**config.mk**
```make
export PLATFORM = sky130hd
export DESIGN_NAME = usb_sie_fifo_address_control
export DESIGN_NICKNAME = d
export VERILOG_FILES = /design/src/inc/usb_sie_ctrl_pkg.sv /design/src/design/usb_sie_fifo_address_control.sv
export SDC_FILE = /design/constraint.sdc
export NUM_CORES = 1
export LEC_CHECK = 0
export ABC_AREA = 1
export BUFFER_PORTS_ARGS = -buffer_cell sky130_fd_sc_hd__buf_2
export CORE_ASPECT_RATIO = 0.7
export CORE_UTILIZATION = 38
export CTS_BUF_LIST = sky130_fd_sc_hd__clkbuf_2 sky130_fd_sc_hd__clkbuf_4 sky130_fd_sc_hd__clkbuf_8
export CTS_CLUSTER_DIAMETER = 60
export DETAILED_ROUTE_END_ITERATION = 8
export PLACE_DENSITY_LB_ADDON = 0.1
export SKIP_CTS_REPAIR_TIMING = 1
export SYNTH_ARGS = -nofsm -noshare
export SYNTH_HDL_FRONTEND = slang
export SYNTH_SLANG_ARGS = --single-unit
```
**constraint.sdc**
```tcl
create_clock -name clk -period 2.2 [get_ports clk]
set_input_delay 0.33 -clock clk [delete_from_list [all_inputs] [get_ports clk]]
set_output_delay 0.33 -clock clk [all_outputs]
set_load 0.02 [all_outputs]
```
**src/inc/usb_sie_ctrl_pkg.sv**
```systemverilog
package usb_sie_ctrl_pkg;

	// Register byte addresses on the plain register port.
	localparam logic [7:0] OFS_EP_SELECT  = 8'h22;
	localparam logic [7:0] OFS_ADDR_WAKE  = 8'h23;
	localparam logic [7:0] OFS_HALT       = 8'h24;
	localparam logic [7:0] OFS_SIG_STATUS = 8'h25;
	localparam logic [7:0] OFS_FIFO_CMD   = 8'h26;

	// Reset value of every register, and the answer to unmapped reads.
	localparam logic [7:0] RST_BYTE = 8'h00;

	// Address and wake register layout.
	localparam int AW_WAKE_BIT = 0;
	localparam int AW_ADDR_LSB = 1;

	// Number of endpoints and widths of the select and halt fields.
	localparam int NUM_EP   = 4;
	localparam int EP_SEL_W = 3;
	localparam logic [1:0] EP_DMA = 2'h3;

	// Signal status register layout.
	localparam int SS_DEFER_BIT = 0;
	localparam int SS_ERR_BIT   = 1;
	localparam int SS_NAK_BIT   = 7;

	// FIFO command and status register layout.
	localparam int FC_REQ_BIT    = 0;
	localparam int FC_TX_BIT     = 1;
	localparam int FC_CLR_BIT    = 2;
	localparam int FC_DMAEN_BIT  = 3;
	localparam int FC_DMASEL_BIT = 4;
	localparam int FC_SETUP_BIT  = 5;
	localparam int FC_READY_BIT  = 6;
	localparam int FC_ZERO_LENGTH_FLAG_BIT   = 7;

	// Events from the serial interface engine core, same clock.
	typedef struct packed {
		logic       bus_reset;  // USB bus reset seen.
		logic       in_ack;     // Host acknowledged IN data.
		logic       ep0_err;    // Endpoint 0 FIFO access failed.
		logic       pkt_done;   // Host packet stored in a FIFO.
		logic       pkt_setup;  // That packet was a setup token.
		logic       pkt_zero;   // That packet had no data bytes.
		logic       in_token;   // IN token arrived.
		logic [1:0] in_ep;      // Endpoint addressed by the IN token.
		logic [3:0] fifo_ready; // Per-endpoint FIFO can be accessed.
		logic       ep3_full;   // Endpoint 3 FIFO is full.
	} sie_event_t;

	// One byte offered by a serial port data register.
	typedef struct packed {
		logic       valid; // Pulse: new byte in the data register.
		logic [7:0] data;  // The byte.
	} serial_feed_t;

	// FIFO control toward the engine core.
	typedef struct packed {
		logic       request;      // Level: firmware holds the FIFO.
		logic       write_dir;    // Level: firmware writes the FIFO.
		logic       clear;        // Pulse: empty the selected FIFO.
		logic       xfer_done;    // Pulse: firmware ended a transfer.
		logic [1:0] ep;           // Selected endpoint.
		logic       force_tx_err; // Pulse: answer the IN with underrun.
	} fifo_ctrl_t;

	// Serial DMA write into the endpoint 3 FIFO.
	typedef struct packed {
		logic       wr;   // Pulse: push data.
		logic [7:0] data; // Byte pushed.
	} dma_out_t;

	// Whole state of the control block.
	typedef struct packed {
		logic [7:0]          rdata;       // Read data, one cycle late.
		logic [EP_SEL_W-1:0] ep_sel;      // Endpoint select field.
		logic [7:0]          device_address_wakeup;         // Stored address and wake.
		logic [6:0]          active_addr; // Address the engine uses.
		logic [NUM_EP-1:0]   halt;        // Endpoint halt bits.
		logic                adr_defer;   // Deferred address mode.
		logic                ep0_err;     // Sticky endpoint 0 error.
		logic                nak_mask;    // NAK interrupt mask.
		logic                req;         // FIFO request.
		logic                tx;          // Direction and end mark.
		logic                clr;         // FIFO clear command.
		logic                dmaen;       // Serial DMA enable.
		logic                dmasel;      // Serial DMA source.
		logic                setup;       // Setup token flag.
		logic                ready;       // FIFO ready flag.
		logic                zero_length_flag;        // Zero-length flag.
		logic [NUM_EP-1:0]   underrun;    // FIFO emptied by a clear.
		fifo_ctrl_t          fc;          // FIFO control outputs.
		dma_out_t            dma;         // DMA outputs.
	} ctrl_state_t;

endpackage : usb_sie_ctrl_pkg

```
**src/design/usb_sie_fifo_address_control.sv**
```systemverilog
`timescale 1ns/10ps
module usb_sie_fifo_address_control (
	input  wire logic                           clk,
	input  wire logic                           reset_n,
	input  wire logic [7:0]                     addr,
	input  wire logic [7:0]                     wdata,
	input  wire logic                           wr_stb,
	input  wire logic                           rd_stb,
	output logic [7:0]                          rdata,
	input  wire usb_sie_ctrl_pkg::sie_event_t   ev,
	input  wire usb_sie_ctrl_pkg::serial_feed_t ser1,
	input  wire usb_sie_ctrl_pkg::serial_feed_t ser2,
	output logic [6:0]                          device_address,
	output logic                                remote_wake_en,
	output logic [3:0]                          halt_bits,
	output logic                                nak_mask,
	output usb_sie_ctrl_pkg::fifo_ctrl_t        fc,
	output usb_sie_ctrl_pkg::dma_out_t          dma
);
	import usb_sie_ctrl_pkg::*;

	// Reset synchroniser; only the second stage is read by the logic.
	logic [1:0]  rst_sync_r;
	logic        rst_n_s;
	ctrl_state_t st_r;
	ctrl_state_t st_nxt;

	// True when the select code names an endpoint that exists.
	function automatic logic ep_ok(input logic [EP_SEL_W-1:0] sel);
		ep_ok = (sel < EP_SEL_W'(NUM_EP));
	endfunction : ep_ok

	// Packs the FIFO command register from its fields.
	function automatic logic [7:0] fifo_cmd_byte(input ctrl_state_t s);
		logic [7:0] b;
		b = RST_BYTE;
		b[FC_REQ_BIT]    = s.req;
		b[FC_TX_BIT]     = s.tx;
		b[FC_CLR_BIT]    = s.clr;
		b[FC_DMAEN_BIT]  = s.dmaen;
		b[FC_DMASEL_BIT] = s.dmasel;
		b[FC_SETUP_BIT]  = s.setup;
		b[FC_READY_BIT]  = s.ready;
		b[FC_ZERO_LENGTH_FLAG_BIT]   = s.zero_length_flag;
		fifo_cmd_byte = b;
	endfunction : fifo_cmd_byte

	// The reset is released through two flip-flops so that its removal
	// never meets a clock edge halfway through the state registers.
	always_ff @(posedge clk or negedge reset_n) begin
		if (!reset_n) begin
			rst_sync_r <= 2'h0;
		end else begin
			rst_sync_r <= {rst_sync_r[0], 1'b1};
		end
	end
	assign rst_n_s = rst_sync_r[1];

	// Next-state logic. Firmware writes are applied first and engine
	// events afterwards, so an event in the cycle of a clear wins.
	always_comb begin
		logic [7:0]   sig;
		serial_feed_t src;
		sig = RST_BYTE;
		src = ser1;
		st_nxt = st_r;
		// Pulses last one cycle unless raised again below.
		st_nxt.fc.clear        = 1'b0;
		st_nxt.fc.xfer_done    = 1'b0;
		st_nxt.fc.force_tx_err = 1'b0;
		st_nxt.dma.wr          = 1'b0;
		// Read data stand only in the cycle after the read strobe.
		st_nxt.rdata = RST_BYTE;
		if (rd_stb) begin
			sig[SS_DEFER_BIT] = st_r.adr_defer;
			sig[SS_ERR_BIT]   = st_r.ep0_err;
			sig[SS_NAK_BIT]   = st_r.nak_mask;
			case (addr)
				OFS_EP_SELECT: begin
					st_nxt.rdata = {5'h00, st_r.ep_sel};
				end
				OFS_ADDR_WAKE: begin
					st_nxt.rdata = st_r.device_address_wakeup;
				end
				OFS_HALT: begin
					// Upper four bits always read zero.
					st_nxt.rdata = {4'h0, st_r.halt};
				end
				OFS_SIG_STATUS: begin
					st_nxt.rdata = sig;
				end
				OFS_FIFO_CMD: begin
					st_nxt.rdata = fifo_cmd_byte(st_r);
				end
				default: begin
					// Unmapped addresses read zero.
					st_nxt.rdata = RST_BYTE;
				end
			endcase
		end
		// Firmware register writes.
		if (wr_stb) begin
			case (addr)
				OFS_EP_SELECT: begin
					st_nxt.ep_sel = wdata[EP_SEL_W-1:0];
				end
				OFS_ADDR_WAKE: begin
					st_nxt.device_address_wakeup = wdata;
					// Immediate mode: the engine takes the address now.
					if (!st_r.adr_defer) begin
						st_nxt.active_addr = wdata[7:AW_ADDR_LSB];
					end
				end
				OFS_HALT: begin
					st_nxt.halt = wdata[NUM_EP-1:0];
				end
				OFS_SIG_STATUS: begin
					st_nxt.adr_defer = wdata[SS_DEFER_BIT];
					st_nxt.nak_mask  = wdata[SS_NAK_BIT];
					// Writing zero clears the error; writing one keeps it.
					if (!wdata[SS_ERR_BIT]) begin
						st_nxt.ep0_err = 1'b0;
					end
				end
				OFS_FIFO_CMD: begin
					st_nxt.req    = wdata[FC_REQ_BIT];
					st_nxt.tx     = wdata[FC_TX_BIT];
					st_nxt.clr    = wdata[FC_CLR_BIT];
					st_nxt.dmasel = wdata[FC_DMASEL_BIT];
					st_nxt.setup  = wdata[FC_SETUP_BIT];
					st_nxt.zero_length_flag   = wdata[FC_ZERO_LENGTH_FLAG_BIT];
					// Disabling DMA is refused while endpoint 3 is full,
					// so no byte can be stranded between port and FIFO.
					if (wdata[FC_DMAEN_BIT] || !ev.ep3_full) begin
						st_nxt.dmaen = wdata[FC_DMAEN_BIT];
					end
					// A rising clear bit empties the selected FIFO even
					// when it is not ready, and arms the underrun answer.
					if (wdata[FC_CLR_BIT] && !st_r.clr && ep_ok(st_r.ep_sel)) begin
						st_nxt.fc.clear = 1'b1;
						st_nxt.underrun[st_r.ep_sel[1:0]] = 1'b1;
					end
					// Transfer end: a write ends on TX falling, a read on
					// TX rising, both with the request still held.
					if (st_r.req && wdata[FC_REQ_BIT]) begin
						if (st_r.tx && !wdata[FC_TX_BIT]) begin
							st_nxt.fc.xfer_done = 1'b1;
							st_nxt.underrun[st_r.ep_sel[1:0]] = 1'b0;
						end else if (!st_r.tx && wdata[FC_TX_BIT]) begin
							st_nxt.fc.xfer_done = 1'b1;
						end
					end
				end
				default: begin
					// Writes to unmapped addresses are ignored.
					st_nxt.ep_sel = st_r.ep_sel;
				end
			endcase
		end
		// Deferred mode: adopt the stored address once the host has read
		// the status stage, which by then follows the completed setup.
		if (ev.in_ack && st_r.adr_defer) begin
			st_nxt.active_addr = st_nxt.device_address_wakeup[7:AW_ADDR_LSB];
			st_nxt.adr_defer   = 1'b0;
		end
		// Engine events set their flags after any firmware clear.
		if (ev.ep0_err) begin
			st_nxt.ep0_err = 1'b1;
		end
		if (ev.pkt_done) begin
			st_nxt.setup = ev.pkt_setup;
			st_nxt.zero_length_flag  = ev.pkt_zero;
		end
		if (ev.in_token && st_r.underrun[ev.in_ep]) begin
			st_nxt.fc.force_tx_err = 1'b1;
		end
		// Ready only for a held request on an existing endpoint.
		st_nxt.ready = st_r.req && ep_ok(st_r.ep_sel) &&
		               ev.fifo_ready[st_r.ep_sel[1:0]];
		// Serial DMA moves each new byte of the port picked by dmasel straight into endpoint 3; a byte that arrives while it is full is dropped.
		src = st_r.dmasel ? ser2 : ser1;
		if (st_r.dmaen && src.valid && !ev.ep3_full) begin
			st_nxt.dma.wr   = 1'b1;
			st_nxt.dma.data = src.data;
		end
		// Bus reset clears halts and the FIFO command register.
		if (ev.bus_reset) begin
			st_nxt.halt   = '0;
			st_nxt.req    = 1'b0;
			st_nxt.tx     = 1'b0;
			st_nxt.clr    = 1'b0;
			st_nxt.dmaen  = 1'b0;
			st_nxt.dmasel = 1'b0;
			st_nxt.setup  = 1'b0;
			st_nxt.ready  = 1'b0;
			st_nxt.zero_length_flag   = 1'b0;
		end
		// Control outputs follow the register fields.
		st_nxt.fc.request   = st_nxt.req && ep_ok(st_nxt.ep_sel);
		st_nxt.fc.write_dir = st_nxt.tx;
		st_nxt.fc.ep        = st_nxt.ep_sel[1:0];
	end

	// State register; every field comes out of reset as zero.
	always_ff @(posedge clk or negedge rst_n_s) begin
		if (!rst_n_s) begin
			st_r <= '0;
		end else begin
			st_r <= st_nxt;
		end
	end

	// Outputs come straight from the state flip-flops.
	assign rdata          = st_r.rdata;
	assign device_address = st_r.active_addr;
	assign remote_wake_en = st_r.device_address_wakeup[AW_WAKE_BIT];
	assign halt_bits      = st_r.halt;
	assign nak_mask       = st_r.nak_mask;
	assign fc             = st_r.fc;
	assign dma            = st_r.dma;

	// Helper terms for the checks, so that history is taken of plain
	// signals rather than of expressions.
	logic status_wr; // Firmware writes the signal status register.
	logic sel_valid; // Endpoint select names an existing endpoint.
	assign status_wr = wr_stb && (addr == OFS_SIG_STATUS);
	assign sel_valid = ep_ok(st_r.ep_sel);

	// Checks beside the logic they guard.
	reset_zero_a: assert property (
		@(posedge clk) $rose(rst_n_s) |->
		(st_r.device_address_wakeup == RST_BYTE) && (device_address == 7'h00))
		else $error("address register not zero after reset");

	defer_adopt_a: assert property (
		@(posedge clk) disable iff (!rst_n_s)
		(ev.in_ack && st_r.adr_defer && !wr_stb) |=>
		(device_address == st_r.device_address_wakeup[7:AW_ADDR_LSB]) && !st_r.adr_defer)
		else $error("deferred address not adopted after IN");

	defer_hold_a: assert property (
		@(posedge clk) disable iff (!rst_n_s)
		(st_r.adr_defer && !ev.in_ack) |=> $stable(device_address))
		else $error("deferred address changed without IN");

	immed_addr_a: assert property (
		@(posedge clk) disable iff (!rst_n_s)
		(wr_stb && addr == OFS_ADDR_WAKE && !st_r.adr_defer) |=>
		(device_address == st_r.device_address_wakeup[7:AW_ADDR_LSB]))
		else $error("immediate address not taken");

	halt_reset_a: assert property (
		@(posedge clk) disable iff (!rst_n_s)
		ev.bus_reset |=> (halt_bits == 4'h0))
		else $error("halt bits survive bus reset");

	cmd_reset_a: assert property (
		@(posedge clk) disable iff (!rst_n_s)
		ev.bus_reset |=> (fifo_cmd_byte(st_r) == RST_BYTE) && !fc.request)
		else $error("command register survives bus reset");

	err_sticky_a: assert property (
		@(posedge clk) disable iff (!rst_n_s)
		ev.ep0_err |=> st_r.ep0_err ##1
		(st_r.ep0_err || $past(status_wr)))
		else $error("error flag lost");

	underrun_tx_a: assert property (
		@(posedge clk) disable iff (!rst_n_s)
		fc.clear ##1 (ev.in_token && ev.in_ep == $past(fc.ep) &&
		!fc.xfer_done) |=> fc.force_tx_err)
		else $error("IN after clear not forced to underrun");

	dma_push_a: assert property (
		@(posedge clk) disable iff (!rst_n_s)
		dma.wr |-> $past(st_r.dmaen) && !$past(ev.ep3_full))
		else $error("DMA push while disabled or full");

	ready_flag_a: assert property (
		@(posedge clk) disable iff (!rst_n_s)
		st_r.ready |-> $past(st_r.req) && $past(sel_valid))
		else $error("ready without request");

	halt_read_a: assert property (
		@(posedge clk) disable iff (!rst_n_s)
		(rd_stb && addr == OFS_HALT) |=> (rdata[7:4] == 4'h0) &&
		(rdata[3:0] == $past(st_r.halt)))
		else $error("halt register read wrong");

endmodule : usb_sie_fifo_address_control

```
==> After elaboration in Yosys (flattened, before gate mapping) <==
Index checks and enable logic that the tools add are counted.
{ "word_totals": {"regBits": 62, "in_bits": 52, "output_inout_bits": 37, "elab_cells": 120} }
{ "op_classes": {"n_lt_le_gt_ge": 5, "eq_ne": 7, "n_mux": 40, "n_bitwise": 3, "n_reduce_logical": 39} }
{ "ops": {"columns": ["op", "count"], "rows": [
  ["8-bit by 6-bit == test with 1-bit output, second input constant", 5],
  ["8-bit case mux with 5 select lines", 1],
  ["31-bit two-way mux", 1],
  ["4-bit two-way mux", 7],
  ["9-bit two-way mux", 2],
  ["2-bit nonzero test", 9],
  ["8-bit two-way mux", 2],
  ["15-bit two-way mux", 1],
  ["1-bit two-way mux", 14],
  ["7-bit two-way mux", 2],
  ["2-bit AND reduction", 7],
  ["1-bit logical AND", 13],
  ["5-bit two-way mux", 2],
  ["3-bit AND reduction", 3],
  ["2-bit by 3-bit < comparator with 1-bit output, second input constant", 2],
  ["3-bit < comparator, second input constant", 2],
  ["3-bit two-way mux", 2],
  ["6-bit two-way mux", 1],
  ["3-bit nonzero test", 2],
  ["4-bit bitwise AND", 1],
  ["1-bit binary-select mux with 2-bit select", 2],
  ["1-bit zero test", 4],
  ["2-bit two-way mux", 2],
  ["2-bit by 1-bit inequality test with 1-bit output, second input constant", 2],
  ["5 further kinds", 5]
]} }

==> Longest topological paths before layout <==
{ "depth": {"ltp_word": 16, "mapped_depth": 9} }

==> Worst setup path before layout <==
Ideal clock, no wire load.
{ "synth_path": {"path_kind": "register to register", "start": "register st_r[23] in the netlist's numbering", "end": "register st_r (netlist bit dma[0])", "setup_ns": 0.126, "arrival_time_ns": 1.141, "t_required_ns": 2.074, "slack_ns": 0.933, "stages_incl_launch_ff": 7, "synth_period_minus_slack_ns": 1.267, "path_cell_list": "dfrtp_1 -> buf_4 -> inv_1 -> nor2_1 -> nor4_4 -> buf_4 -> o21ai_0"} }
{ "synth_via": {"elab_chain_len": 3} }
{ "synth_rtl": {"columns": ["item", "line", "text"], "rows": [
  ["from (decl)", "usb_sie_fifo_address_control.sv:25", "ctrl_state_t st_r;"],
  ["from (signal assigned)", "usb_sie_fifo_address_control.sv:209", "st_r <= st_nxt;"],
  ["9-bit two-way mux *", "usb_sie_fifo_address_control.sv:181", "src = st_r.dmasel ? ser2 : ser1;"],
  ["1-bit logical AND (2 in a row)", "usb_sie_fifo_address_control.sv:182", "if (st_r.dmaen && src.valid && !ev.ep3_full) begin"]
]} }
Mark *: on every way between the ends. The rest lies on a longest branch, timed or not.
A chain may end at the register's enable or synchronous reset.

==> Worst setup path in the final report <==
{ "layout_path": {"start": "register st_r[23] in the netlist's numbering", "end": "register st_r (netlist bit dma[1])"} }
The elaborated chain is that of the path after synthesis.

==> summary.md <==
| Metric | Value |
|---|---|
| Status | finished clean |
| Worst slew margin | 61.2% |
| I/O Pins | 89 |
| Die Y | 79.5 µm |
| Clk sinks | 60 |
| Mux contribution to synthesized area | 0% |
| Gpl congestion | 0.869 |
| Synth Area in XOR/XNOR | 0% |
| Synth top area cells | dfrtp_1, nand2_1, buf_4, nand3_1, inv_1 |
| Post-DRT Antenna Nets | 0 |
| Clock insertion delay at the later pin of the skew report | 0.35 ns |
| Largest family of logic cells by synthesized area | simple AND/OR/NAND/NOR gates |
| Area delta synth->final | 14.9% |
| P_leak | 2.13 nW |
| DP Wirelength | 6130 µm |
| Worst reg-to-reg path cell count | 5 |
| CTS buffer count | 9 |
| PwrDens | 618 mW/mm² |
| Final period util | 70.8% |
| Fin nets | 537 |
| Reg2reg setup slack | 0.64 ns |
| Sequential area share after synthesis | 46.1% |
| Final Slew Violations | 0 |
| Max Cap Viol | 0 |
| Placed instance area | 0.00354 mm² |
| Via-to-Cell Ratio | 4.77 |
| Mapped cell area | 0.00326 mm² |
| Worst vdd ir | 0.271 mV |
| Startpoint types | register |
| Largest net degree at the start of global routing | 46 |
| Synth Area in Compound Gates | 5.14% |
| Number of global-route vias before repair | 2636 |
| Total iterations of the first detailed-routing run | 4 |
| Synth area leader | dfrtp_1 |
| Crit Path Max Fanout | 17 |
| Endpoints failing hold | 0 |
| Remaining DRCs | 0 |
| Core Box Area | 0.00807 mm² |
| YS warnings | 0 |
| Antenna Diode Count | 0 |
| Fraction of layout cells with a size suffix above 1 | 25.8% |
| Die area | 0.00896 mm² |
| Setup TNS | 0 ns |
| Critical Setup Path Class | register to register |
| Initial Util | 40.4% |
| Die X | 113 µm |
| Adder-cell share of the synthesized area | 0.384% |
| Worst-margin pin slew | 0.581 ns |
| First-pass GRT wire length | 13300 µm |
| Critical Path AT | 1.78 ns |
| Endpoints failing setup | 0 |
| Top cells by count, synth | nand2_1, dfrtp_1, nand3_1 |
| Minimum clock period | 1.56 ns |
| #FFs+latches synth | 60 |
| Overflow after GRT | 0 |
| Hold WC Path Type | register to async pin |
| Antenna violations before repair | 0 |
| Final WL | 8100 µm |
| R2R Path Start | st_r[23]$_DFFE_PN0P_ |
| Peak Freq | 0.642 GHz |
| Yosys cell types | 33 |
| Via count | 2817 |
| Critical Path End Type | register |
| Post-synth EDFFs | 0 |
| Syn Area/Cell | 7.67 µm² |
| Most common cell in the netlist | nand2_1 |
| Cell area after layout | 0.00374 mm² |
| First-iteration detailed-routing DRC count | 173 |
| Clock slew at reported path FFs | 0.06 ns |
| Avg WL per Cell | 13.7 µm |
| Synth top area share | 46.1% |
| Async S/R FF share, synth | 100% |
| RSZ-0062 raised after global routing | no |
| CTS tree | built |
| Clock Tree Root | clkbuf_8 |
| Fin util | 46.4% |
| R2r endpoint | dma[1]$_DFFE_PN0P_ |
| Main synth FF type | dfrtp_1 |
| Synth Net Count | 478 |
| GRT Util Overall | 19.6% |
| Row Count | 27 |
| Clock buffer depth | 2 |
| Layout Skew | 0.00908 ns |
| Mapped Cells | 425 |
| Port bufs | 88 |
| H-tree depth | 3 |
| Synth Area in Simple Gates | 33.0% |
| Worst EP required | 2.42 ns |
-- flip-flops by register name (all words and copies together) (netlist names) --
name            flops
remote_wake_en      1
dma                 9
fc                  6
nak_mask            1
device_address      7
st_r               22
rst_sync_r          2
rdata               8
halt_bits           4
-- where the power goes --
| part | internal, mW | switching (mW) | total [mW] |
|---|---|---|---|
| logic | 0.0771 | 0.143 | 0.220 |
| clock network | 0.537 | 0.403 | 0.940 |
| registers | 1.13 | 0.0253 | 1.16 |
-- final cells by class --
cell class | count | area (µm²)
clock buffers | 15 | 188
clock inverters | 1 | 5.00
fillers | 819 | 4330
inverters | 49 | 184
multi-input cells | 273 | 1260
flip-flops and latches | 60 | 1500
well taps | 101 | 126
repair buffers | 91 | 478
-- layout by cell type (no fill, tap or decap), types with 4 or more instances in the layout --
cell type and instances:
o21ai_0 14, buf_2 88, dfrtp_1 59, inv_2 4, nand4_1 4, nand2_1 134
nor2_1 34, inv_1 44, nand3_1 48, nor3_1 4, o21ai_1 7, clkbuf_8 12
a21oi_1 5, nand2_2 4
-- logic make-up after synthesis --
| family | Yosys count |
|---|---|
| AOI/OAI and AO/OA | 31 |
| adders and majority gates | 1 |
| buffers and inverters | 92 |
| DFF | 60 |
| other | 1 |
| and+or+nand+nor | 240 |
-- routing by layer --
| layer | part of all wire, % | track usage, % | wire (µm) | up-vias |
|---|---|---|---|---|
| met5 | 0 | 0 | 0 | - |
| met4 | 1.4 | 6.80 | 112 | 0 |
| met3 | 6.6 | 4.78 | 532 | 10 |
| met2 | 41 | 28.4 | 3360 | 92 |
| met1 | 51 | 28.4 | 4100 | 1295 |
| li1 | - | - | - | 1420 |
-- critical path, stage by stage (launching register included) --
cell     delay, ns
dfrtp_1       0.49
inv_1         0.33
nor2_1        0.13
nor4_4        0.15
buf_4         0.24
o21ai_0       0.10
-- worst max-delay path by stage --
stage / end / start / slack, ns
floorplan: device_address[0]$_DFFE_PN0P_ / rst_sync_r[1]$_DFF_PN0_ / 0.41
global placement: st_r[16]$_DFFE_PN0P_ / addr[4] / 0.30
detailed placement: st_r[16]$_DFFE_PN0P_ / addr[4] / 0.30
CTS: dma[1]$_DFFE_PN0P_ / st_r[23]$_DFFE_PN0P_ / 0.61
global route: st_r[16]$_DFFE_PN0P_ / addr[4] / 0.39
finish: dma[1]$_DFFE_PN0P_ / st_r[23]$_DFFE_PN0P_ / 0.64
-- through the flow --
stage / hold WS (ns) / total power, mW / setup WS, ns / std cells
2_1_floorplan: 0.0344 / 1.30 / 0.406 / 425
3_3_place_gp: 0.116 / 1.39 / 0.297 / 573
3_5_place_dp: 0.117 / 1.39 / 0.304 / 573
4_1_cts: -0.262 / 2.35 / 0.614 / 589
5_1_grt: 0.162 / 2.43 / 0.392 / 590
6_report: 0.165 / 2.31 / 0.642 / 590
(Power assumes the default switching activity.)
